--- config.mk ---
export PLATFORM = sky130hd
export DESIGN_NAME = fcu_char_tx
export DESIGN_NICKNAME = d
export VERILOG_FILES = /design/src/hw/fcu_pkg.sv /design/src/hw/fcu_fifo_if.sv /design/src/hw/fcu_char_tx.sv /design/src/hw/fcu_fifo.sv
export SDC_FILE = /design/constraint.sdc
export NUM_CORES = 1
export LEC_CHECK = 0
export BUFFER_PORTS_ARGS = -buffer_cell sky130_fd_sc_hd__buf_2
export CORE_ASPECT_RATIO = 1.75
export CORE_UTILIZATION = 55
export CTS_BUF_LIST = sky130_fd_sc_hd__clkbuf_2 sky130_fd_sc_hd__clkbuf_4 sky130_fd_sc_hd__clkbuf_8
export DETAILED_ROUTE_END_ITERATION = 6
export PLACE_DENSITY_LB_ADDON = 0.12
export SLEW_MARGIN = 25
export SYNTH_ARGS = -nofsm -noshare
export SYNTH_HDL_FRONTEND = slang
export SYNTH_HIERARCHICAL = 1
export SYNTH_SLANG_ARGS = --single-unit
--- constraint.sdc ---
create_clock -name mclk -period 3.91 [get_ports mclk]
set_input_delay 0.1955 -clock mclk [delete_from_list [all_inputs] [get_ports mclk]]
set_output_delay 0.1955 -clock mclk [all_outputs]
set_load 0.005 [all_outputs]
--- src/hw/fcu_pkg.sv ---
// Purpose: shared constants, types and frame builder for the fixed frame character transmitter
// Assumes: one clock (mclk), synchronous active low reset
// Notes: register map is word aligned, 32-bit data, byte addresses below
`default_nettype none

package fcu_pkg;

    // clock and line rate: one frame bit per clock cycle
    localparam int CLK_HZ = 125_000_000;
    localparam int BIT_CYCLES = 1;
    localparam int BAUD = CLK_HZ / BIT_CYCLES;

    // frame layout, bit 0 leaves the line first
    localparam int FRAME_W = 17;
    localparam int IDLE_LEAD = 4;
    localparam int DATA_W = 8;
    localparam int IDLE_TAIL = 3;
    localparam int START_POS = 4;
    localparam int DATA_POS = 5;
    localparam int STOP_POS = 13;
    localparam int TAIL_POS = 14;
    localparam logic [IDLE_LEAD-1:0] IDLE_LEAD_BITS = 4'hF;
    localparam logic [IDLE_TAIL-1:0] IDLE_TAIL_BITS = 3'h7;
    localparam logic START_BIT = 1'h0;
    localparam logic STOP_BIT = 1'h1;
    localparam logic LINE_IDLE = 1'h1;

    // character select: low five bits from software, upper bits fixed
    localparam int SEL_W = 5;
    localparam logic [2:0] CHAR_HI = 3'h2;
    localparam logic [7:0] CHAR_MIN = 8'h40;
    localparam logic [7:0] CHAR_MAX = 8'h5F;
    localparam logic [SEL_W-1:0] SEL_RESET = 5'h00;

    // character fifo
    localparam int FIFO_DEPTH = 16;
    localparam int FIFO_LVL_W = 5;

    // register map
    localparam int ADDR_W = 8;
    localparam logic [ADDR_W-1:0] ADDR_CTRL = 8'h00;
    localparam logic [ADDR_W-1:0] ADDR_CHAR = 8'h04;
    localparam logic [ADDR_W-1:0] ADDR_STAT = 8'h08;
    localparam logic [ADDR_W-1:0] ADDR_FRAME = 8'h0C;
    localparam int CTRL_TX_BIT = 0;
    localparam int CTRL_OE_BIT = 1;
    localparam int PHASE_W = 5;

    // operating mode of the shift register
    typedef enum logic [0:0] {
        FCU_MODE_LOAD = 1'b0,
        FCU_MODE_TX = 1'b1
    } fcu_mode_t;

    // build the circulating frame for a five-bit select
    function automatic logic [FRAME_W-1:0] fcu_build_frame(input logic [SEL_W-1:0] sel);
        logic [DATA_W-1:0] ch;
        ch = {CHAR_HI, sel};
        return {IDLE_TAIL_BITS, STOP_BIT, ch, START_BIT, IDLE_LEAD_BITS};
    endfunction

endpackage : fcu_pkg

`default_nettype wire

--- src/hw/fcu_fifo_if.sv ---
// Purpose: carrier between the transmitter core and its character fifo
// Assumes: valid/ready handshake on both sides, same clock
// Notes: level counts stored entries
`default_nettype none

interface fcu_fifo_if #(
    parameter int WIDTH = 5,
    parameter int LVL_W = 5
);
    logic in_valid; // fill side offers a word
    logic in_ready; // fifo has room
    logic [WIDTH-1:0] in_data; // word offered
    logic out_valid; // fifo holds a word
    logic out_ready; // drain side takes the word
    logic [WIDTH-1:0] out_data; // head word
    logic [LVL_W-1:0] level; // entries held

    modport store (
        input in_valid, in_data, out_ready,
        output in_ready, out_valid, out_data, level
    );
    modport user (
        output in_valid, in_data, out_ready,
        input in_ready, out_valid, out_data, level
    );
endinterface : fcu_fifo_if

`default_nettype wire

--- src/hw/fcu_char_tx.sv ---
// Purpose: single character serial transmitter with a circulating 17-bit frame
// Assumes: APB slave on mclk, one frame bit per mclk, sync active low nrst
// Notes: characters queue in a 16 entry fifo; load mode drains it into the select
//
// Operation
// - frame: 4 idle, start, 8 data, stop, 3 idle
// - character 0x40..0x5F, select gives low five bits
// - select bit 0 is character bit 0
// - control low loads, high shifts the frame
// - serial line driven only while enabled
// - one frame bit per clock cycle
// - transmit mode recirculates the same frame
// - indicators show control and output enable
//
// The APB register port and the address map are this design's own decisions.
`default_nettype none

module fcu_char_tx (
    // clock and reset
    input wire logic mclk,
    input wire logic nrst,
    // apb slave
    input wire logic psel,
    input wire logic penable,
    input wire logic pwrite,
    input wire logic [fcu_pkg::ADDR_W-1:0] paddr,
    input wire logic [31:0] pwdata,
    output logic pready,
    output logic [31:0] prdata,
    output logic pslverr,
    // serial line
    output logic tx_out,
    output logic tx_oe,
    // indicators
    output logic seg_a,
    output logic seg_f
);

    // whole transmitter state
    typedef struct packed {
        fcu_pkg::fcu_mode_t mode; // load or transmit
        logic oe; // output enable
        logic [fcu_pkg::SEL_W-1:0] sel; // character select
        logic [fcu_pkg::FRAME_W-1:0] frame; // circulating frame
        logic [fcu_pkg::PHASE_W-1:0] phase; // frame bit position
        logic tx; // registered line bit
        logic [31:0] rdata; // read data, captured in setup
    } fcu_tx_state_t;

    fcu_tx_state_t s;
    fcu_tx_state_t next_s;

    // fifo link
    fcu_fifo_if #(.WIDTH(fcu_pkg::SEL_W), .LVL_W(fcu_pkg::FIFO_LVL_W)) fq ();

    fcu_fifo #(
        .WIDTH(fcu_pkg::SEL_W),
        .DEPTH(fcu_pkg::FIFO_DEPTH)
    ) u_fifo (
        .mclk(mclk),
        .nrst(nrst),
        .port(fq.store)
    );

    // decode helpers
    logic access; // apb access phase
    logic hit_ctrl; // control register
    logic hit_char; // character queue
    logic hit_stat; // status register
    logic hit_frame; // frame view
    logic mapped; // any register hit
    logic wr_done; // write takes effect this edge
    logic wr_ctrl; // control write takes effect
    logic [31:0] rd_mux; // read value for current address
    logic [7:0] cur_char; // full character code

    assign access = psel & penable;

    // address decode
    // only the four word offsets hit; any other address is refused with pslverr
    // the decode runs on paddr alone, psel and penable qualify it further on
    always_comb begin
        hit_ctrl = 1'b0;
        hit_char = 1'b0;
        hit_stat = 1'b0;
        hit_frame = 1'b0;
        if (paddr == fcu_pkg::ADDR_CTRL) begin
            hit_ctrl = 1'b1;
        end else if (paddr == fcu_pkg::ADDR_CHAR) begin
            hit_char = 1'b1;
        end else if (paddr == fcu_pkg::ADDR_STAT) begin
            hit_stat = 1'b1;
        end else if (paddr == fcu_pkg::ADDR_FRAME) begin
            hit_frame = 1'b1;
        end
    end

    assign mapped = hit_ctrl | hit_char | hit_stat | hit_frame;

    // a character write waits while the fifo is full
    assign pready = (access & pwrite & hit_char) ? fq.in_ready : 1'b1;
    assign pslverr = access & ~mapped;
    assign wr_done = access & pready & pwrite & mapped;
    assign wr_ctrl = wr_done & hit_ctrl;
    assign prdata = s.rdata;

    // fifo fill from writes, drain only in load mode
    assign fq.in_valid = access & pwrite & hit_char;
    assign fq.in_data = pwdata[fcu_pkg::SEL_W-1:0];
    assign fq.out_ready = (s.mode == fcu_pkg::FCU_MODE_LOAD);

    // upper bits fixed, select on the low bits
    assign cur_char = {fcu_pkg::CHAR_HI, s.sel};

    // read value mux
    always_comb begin
        rd_mux = 32'h0000_0000;
        if (hit_ctrl) begin
            rd_mux = {30'h0, s.oe, s.mode};
        end else if (hit_char) begin
            rd_mux = {24'h0, cur_char};
        end else if (hit_stat) begin
            rd_mux = {18'h0, s.phase, s.tx, s.mode, fq.level, ~fq.in_ready, ~fq.out_valid};
        end else if (hit_frame) begin
            rd_mux = {15'h0, s.frame};
        end
    end

    // next state of the transmitter
    // load mode keeps rebuilding the frame from the select, so the frame is
    // always ready when software flips to transmit; transmit mode only rotates,
    // which is what makes the same character go out again and again
    // the phase counter is kept only for status and checks, it steers nothing
    always_comb begin
        next_s = s;
        // control write: mode and output enable
        if (wr_ctrl) begin
            next_s.mode = fcu_pkg::fcu_mode_t'(pwdata[fcu_pkg::CTRL_TX_BIT]);
            next_s.oe = pwdata[fcu_pkg::CTRL_OE_BIT];
        end
        // read data captured in the setup cycle
        if (psel && !penable) begin
            next_s.rdata = rd_mux;
        end
        case (s.mode)
            fcu_pkg::FCU_MODE_LOAD: begin
                // take a queued select, then rebuild the frame
                if (fq.out_valid) begin
                    next_s.sel = fq.out_data;
                end
                next_s.frame = fcu_pkg::fcu_build_frame(next_s.sel);
                next_s.phase = '0;
            end
            fcu_pkg::FCU_MODE_TX: begin
                // rotate right one bit per clock, bit 0 goes out
                next_s.frame = {s.frame[0], s.frame[fcu_pkg::FRAME_W-1:1]};
                if (s.phase == fcu_pkg::PHASE_W'(fcu_pkg::FRAME_W - 1)) begin
                    next_s.phase = '0;
                end else begin
                    next_s.phase = s.phase + 1'b1;
                end
            end
            default: begin
                next_s.mode = fcu_pkg::FCU_MODE_LOAD;
            end
        endcase
        // line bit follows frame bit 0
        next_s.tx = s.frame[0];
        // synchronous reset
        if (!nrst) begin
            next_s = '0;
            next_s.mode = fcu_pkg::FCU_MODE_LOAD;
            next_s.sel = fcu_pkg::SEL_RESET;
            next_s.frame = fcu_pkg::fcu_build_frame(fcu_pkg::SEL_RESET);
            next_s.tx = fcu_pkg::LINE_IDLE;
        end
    end

    // state register
    always_ff @(posedge mclk) begin
        s <= next_s;
    end

    // line and indicators
    assign tx_out = s.tx;
    assign tx_oe = s.oe;
    assign seg_a = (s.mode == fcu_pkg::FCU_MODE_TX);
    assign seg_f = s.oe;
endmodule : fcu_char_tx

`default_nettype wire

--- src/hw/fcu_fifo.sv ---
// Purpose: flip-flop fifo for selected characters
// Assumes: DEPTH is a power of two, so pointers wrap by overflow
// Notes: push and pop may happen in the same cycle
`default_nettype none

module fcu_fifo #(
    parameter int WIDTH = 5,
    parameter int DEPTH = 16
) (
    // clock and reset
    input wire logic mclk,
    input wire logic nrst,
    // both handshake sides
    fcu_fifo_if.store port
);
    localparam int PW = $clog2(DEPTH);
    localparam int LW = $clog2(DEPTH + 1);
    localparam logic [LW-1:0] FULL_LVL = LW'(DEPTH);

    // whole fifo state
    typedef struct packed {
        logic [DEPTH-1:0][WIDTH-1:0] mem; // storage
        logic [PW-1:0] wp; // write index
        logic [PW-1:0] rp; // read index
        logic [LW-1:0] cnt; // entries held
    } fcu_fifo_state_t;

    fcu_fifo_state_t s;
    fcu_fifo_state_t next_s;
    logic push; // accepted write
    logic pop; // accepted read

    // handshake flags, honest full and empty
    assign port.in_ready = (s.cnt != FULL_LVL);
    assign port.out_valid = (s.cnt != '0);
    assign port.out_data = s.mem[s.rp];
    assign port.level = s.cnt;
    assign push = port.in_valid & port.in_ready;
    assign pop = port.out_valid & port.out_ready;

    // next state
    always_comb begin
        next_s = s;
        if (push) begin
            next_s.mem[s.wp] = port.in_data;
            next_s.wp = s.wp + 1'b1;
        end
        if (pop) begin
            next_s.rp = s.rp + 1'b1;
        end
        next_s.cnt = s.cnt + LW'(push) - LW'(pop);
        if (!nrst) begin
            next_s = '0;
        end
    end

    // state register
    always_ff @(posedge mclk) begin
        s <= next_s;
    end
endmodule : fcu_fifo

`default_nettype wire

Yosys cells after proc, flatten, opt, wreduce, memory -nomap -nowiden
Cells that the tools add are included.
Word-level totals
  flip-flop bits (word level): 155
  latch bits: 0
  bits in writable memories: 0
  ROM bits: 0
  input bits: 45
  output and inout bits: 38
  memories kept: 0
Cells by class
  add/subtract/negate cells: 5
  $mul: 0
  divide/modulo/power cells: 0
  $lt $le $gt $ge: 3
  equality and inequality tests: 5
  shift-type cells: 0
  mux-type cells: 23
  bitwise operators: 17
  reductions and logical operators: 5
Operator list (number)
  $bwmux W80: 1
  $mux W17: 4
  $pmux W22 S2: 1
  $bmux W5 S4: 1
  $demux W5 S4: 1
  $mux W5: 4
  $eq A8 B4 Y1 const B: 2
  $mux W1: 11
  $and A1 B1 Y1: 10
  $lt A4 B5 Y1 const B: 2
  $add A4 B1 Y4 const B: 2
  $eq A8 B3 Y1 const B: 1
  $logic_not A8 Y1: 1
  $add A5 B1 Y5: 1
  $add A5 B1 Y5 const B: 1
  $eq A5 B5 Y1 const B: 1
  $ne A5 B5 Y1 const B: 1
  $reduce_bool A5 Y1: 1
  $sub A5 B1 Y5: 1
  $ge A4 B1 Y1 const B: 1
  $not A1 Y1: 4
  $or A1 B1 Y1: 3
  $logic_and A1 B1 Y1: 2
  $logic_not A1 Y1: 1

Logic depth before layout (Yosys ltp)
  depth after elaboration: 9
  mapped depth: 15

Modules after synthesis
The synthesis kept the hierarchy.
By module, submodules not included
  fcu_fifo: instances 1, cells an instance 413, area each 4680.7 um^2, sequential area each 1861.8 um^2
  fcu_char_tx: instances 1, cells an instance 236, area each 2234.6 um^2, sequential area each 940.9 um^2

Worst setup path after synthesis
Ideal clock, no wire load.
  path type: reg-to-reg
  start point: register u_fifo.s (netlist bit u_fifo/port.level[2])
  end point: register u_fifo.s (netlist bit u_fifo/port.level[4])
  data arrival time: 2.865 ns
  data required time: 3.794 ns
  setup slack: 0.929 ns
  stages on the path, launching flop included: 16
  buffers on the path: 2
  cells stage by stage: dfxtp_1 inv_1 ha_1 and4bb_1 buf_6 buf_12 inv_2 nand2_1 ha_1 inv_1 ha_1 fa_1 a21oi_1 nor2_1 or3_1 and3_1
On the way
  longest elaborated chain between the ends: 4
  elaborated cells on any way between the ends: 6
  those cells by class: add/sub: 2; eq/ne: 1; bitwise: 2; reduce/logical: 1
RTL lines
  start: declaration: RTL line fcu_fifo.sv:28  | fcu_fifo_state_t s;
  start signal: assignment: RTL line fcu_fifo.sv:59  | s <= next_s;
  $ne A5 B5 Y1: RTL line fcu_fifo.sv:34  | assign port.in_ready = (s.cnt != FULL_LVL);
  via fq.in_ready: RTL line fcu_fifo_if.sv:11  | logic in_ready;
  $and A1 B1 Y1: RTL line fcu_fifo.sv:38  | assign push = port.in_valid & port.in_ready;
  $add A5 B1 Y5: RTL line fcu_fifo.sv:51  | next_s.cnt = s.cnt + LW'(push) - LW'(pop);
  $sub A5 B1 Y5: RTL line fcu_fifo.sv:51
The timed path passes the listed nets, and every way through them passes these cells.
A chain may end at the register's enable or synchronous reset.

Final worst setup path
  start point: register u_fifo.s (netlist bit u_fifo/port.level[3])
  end point: register u_fifo.s (netlist bit u_fifo/port.level[4])
On the way
  elaborated cells on any way between the ends: 6
  those cells by class: add/sub: 2; eq/ne: 1; bitwise: 2; reduce/logical: 1
RTL lines
  $reduce_bool A5 Y1: RTL line fcu_fifo.sv:35  | assign port.out_valid = (s.cnt != '0);
  via fq.out_valid: RTL line fcu_fifo_if.sv:13  | logic out_valid;
  $and A1 B1 Y1: RTL line fcu_fifo.sv:39  | assign pop = port.out_valid & port.out_ready;
  via u_fifo.pop: RTL line fcu_fifo.sv:31  | logic pop;
  $sub A5 B1 Y5: RTL line fcu_fifo.sv:51
The timed path passes the listed nets, and every way through them passes these cells.

==> key figures <==
Placement
  • Post-placement setup slack: 0.6592 ns
  • Post-DP Area: 6930 µm²
  • Detail Placement HPWL: between 10 and 15 mm
  • GPL Wtd Cong: 0.8065
  • Input/output buffers: 40

Critical path
  • WP data required: approximately 4.2 ns
  • Crit path arrival time: 3.34 ns
  • R2R Setup Slk: approximately 0.90 ns
  • Reg2reg end: u_fifo/port.level[4]
  • Worst setup EP type: flop
  • Slowest cell on the critical path: or4b_1
  • CP startpoint kind: flop
  • CP Class: flop to flop
  • Critical path fanouts, max: 3
  • Critical Path Max Stage Delay: 0.48 ns
  • RR Startpoint: u_fifo/port.level[3]
  • Crit-path cells: inv_1, ha_1, or4b_1, nand2_1, inv_1, ha_1, inv_1, ha_1, fa_1, a21oi_1, nor2_1, or3_1, and3_1
  • Worst R2R Path Depth: 13

CTS
  • Total of cells resized after clock tree synthesis: 0
  • H-tree Lvls: 4
  • Clk_lat worst skew: 0.43 ns
  • Clk sinks: 140
  • Postcts setup bufs: 0
  • CTS tree: built
  • Hold Buf Count CTS: 0
  • Clock tree buffer depth: 2
  • CTS root buf: clkbuf_8
  • Clock buffer count from CTS: 17
  • Clock slew at reported path FFs: 0.08 ns

Cells and area
  • Reg area: 2803 µm²
  • Post-route cell area: 7310 µm²
  • Count of nets after finishing: 711
  • Multi-input combinational cell area: between 3000 and 4000 µm²
  • Layout cells sized above 1: 20.45%
  • Number of diodes: 0
  • Fillcell total: around 1100
  • Area grow syn2layout: 5.699%

Timing
  • Final setup viols: 0
  • Worst slew pin tran: around 0.76 ns
  • Post-layout min period: 3.011 ns
  • Hold Fails Final Rpt: 0
  • Fin crit share: 77.01%
  • RSZ-0062 raised after global routing: false
  • Final Slew Violations: 0
  • Skew final: 0.01426 ns
  • Final worst slack: 0.8990 ns
  • Max Clk Rate: 0.3321 GHz
  • Slew headroom: roughly half
  • Setup tns final: 0 ns

Routing
  • Wirelength per Cell: 16.90 µm
  • Total Wirelength: 14.03 mm
  • DR pass1 iterations: 4
  • Via count: about 4500
  • Residual DRC count: 0
  • Number of vias per cell: between 5 and 6
  • Initial drt markers: 164
  • Post-DRT Antenna Nets: 0

Global routing
  • Tot GR Track Use: 23.06%
  • Gr ovfl total: 0
  • First-pass GRT wire length: 22.46 mm
  • Initial antenna violation count: 0
  • Vias in the first global route: 4496
  • Largest net degree at the start of global routing: 45

Synth
  • Post-synth EDFFs: 0
  • Syn Area/Cell: 10.66 µm²
  • Seq cells post-synth: 140
  • Synthesized area: slightly below 7000 µm²
  • Asr flop ratio synth: 0%
  • Synth warnings: 6
  • Post-Synthesis Cells: 649
  • Most frequent cells after synthesis: 140 x dfxtp_1, 98 x mux2i_1, 91 x nor2b_1, 38 x buf_4, 38 x nand2_1
  • Most frequent cell after synthesis: dfxtp_1
  • Post-synth top area cell: dfxtp_1
  • Synth top area share: 40.53%
  • Sequential fraction of the synthesis area: 40.53%
  • Cell variety after synth: 49
  • Ys flop type: dfxtp_1
  • Synth top area cells: dfxtp_1 41%, mux2i_1 14%, nor2b_1 8.2%

Hold path
  • Min-delay src: penable
  • Hold Path Stages: 4
  • Hold Crit Class: input port to flop
  • Worst Hold Endpoint: prdata[16]

Die
  • Initial Util: 56.99%
  • Die area: 13040 µm²
  • Core ar.: about 12000 µm²
  • Num rows: 53
  • Die height: about 150 µm
  • Ports: 83
  • Die Wd: 86.77 µm

Power
  • Max IR drop VDD: ~310 µV
  • PwrDens: 439.2 nW/µm²
  • Leakage: 2.754 nW

Run
  • Number of max-cap violations: 0

Status
  • Outcome: complete, no violations
## cell type report
class	count	share of cell area [%]
multi-input combinational	431	49.42
tap	165	2.824
timing repair buffer	47	3.458
inverter	15	0.7703
clock buffer	20	3.680
clock inverter	12	1.506
sequential	140	38.34
## routing by layer
layer,global-route usage (%),vias up,routed length [µm]
met5,0,-,0
met4,11.67,0,517
met3,5.647,25,319
met2,43.97,83,7829
met1,22.46,2160,5365
li1,-,2190,-
## cells in the final DEF, fill, tap and decap left out, types with 8 or more instances in the layout
cell type  instances
mux2i_1           98
or2_2              9
and2_1            11
nor2_1            12
nand2_1           38
xnor2_1            8
and3_1             8
dfxtp_1          140
mux4_2            21
o21ai_1            8
ha_1              13
buf_2             40
o21ai_0            8
inv_1             14
conb_1            15
nand3_1           23
clkbuf_8          19
a22oi_1            8
nor2b_1           91
nor4b_4            8
## critical path, delay by kind of cell, from the launching register on
family | cells | cell delay [ns]
and+or+nand+nor | 5 | 1.20
buffers and inverters | 3 | 0.18
AOI/OAI and AO/OA | 1 | 0.16
DFF | 1 | 0.34
adders and majority gates | 4 | 1.04
## per-stage QoR
| step | hold slack [ns] | utilization, % | cells | power [mW] |
|---|---|---|---|---|
| 4_1_cts | 0.1501 | 60.23 | 830 | 3.243 |
| 3_3_place_gp | 0.4270 | 57.11 | 798 | 2.135 |
| 5_1_grt | 0.1739 | 60.23 | 830 | 3.380 |
| 6_report | 0.1841 | 60.23 | 830 | 3.211 |
| 2_1_floorplan | 0.3354 | - | 663 | 2.072 |
| 3_5_place_dp | 0.4339 | 57.11 | 798 | 2.146 |
## cells by family (layout without fill, tap and decap cells)
logic type                 after synthesis  in the layout  synth area share (%)
buffers and inverters                   92             94                 7.997
muxes                                  119            119                 21.02
AOI/OAI and AO/OA                       44             44                 4.433
and+or+nand+nor                        227            227                 21.80
other                                    1             15               0.05423
DFF                                    140            140                 40.53
xor gates and xnor gates                12             12                 1.520
adders and majority gates               14             14                 2.642
## worst max-delay path by stage
stage,startpoint,end,slack (ns)
finish,u_fifo/port.level[3],u_fifo/port.level[4],0.90
global route,u_fifo/port.level[3],u_fifo/port.level[4],0.71
CTS,u_fifo/port.level[2],u_fifo/port.level[4],0.89
detailed placement,paddr[5],u_fifo/port.level[4],0.66
global placement,paddr[5],u_fifo/port.level[4],0.70
floorplan,u_fifo/port.level[2],u_fifo/port.level[4],0.93
## state kept, by name (all words and copies together) (netlist names)
signal             cells
u_fifo/s              88
prdata                17
seg_f                  1
seg_a                  1
cur_char               5
u_fifo/port.level      5
s                     22
tx_out                 1
## power breakdown
group	switching, mW	internal (mW)
clock	0.552	0.546
combinational	0.319	0.268
sequential	0.0652	1.46
total	0.937	2.27
Note: power is estimated with default switching activity, not from simulation.
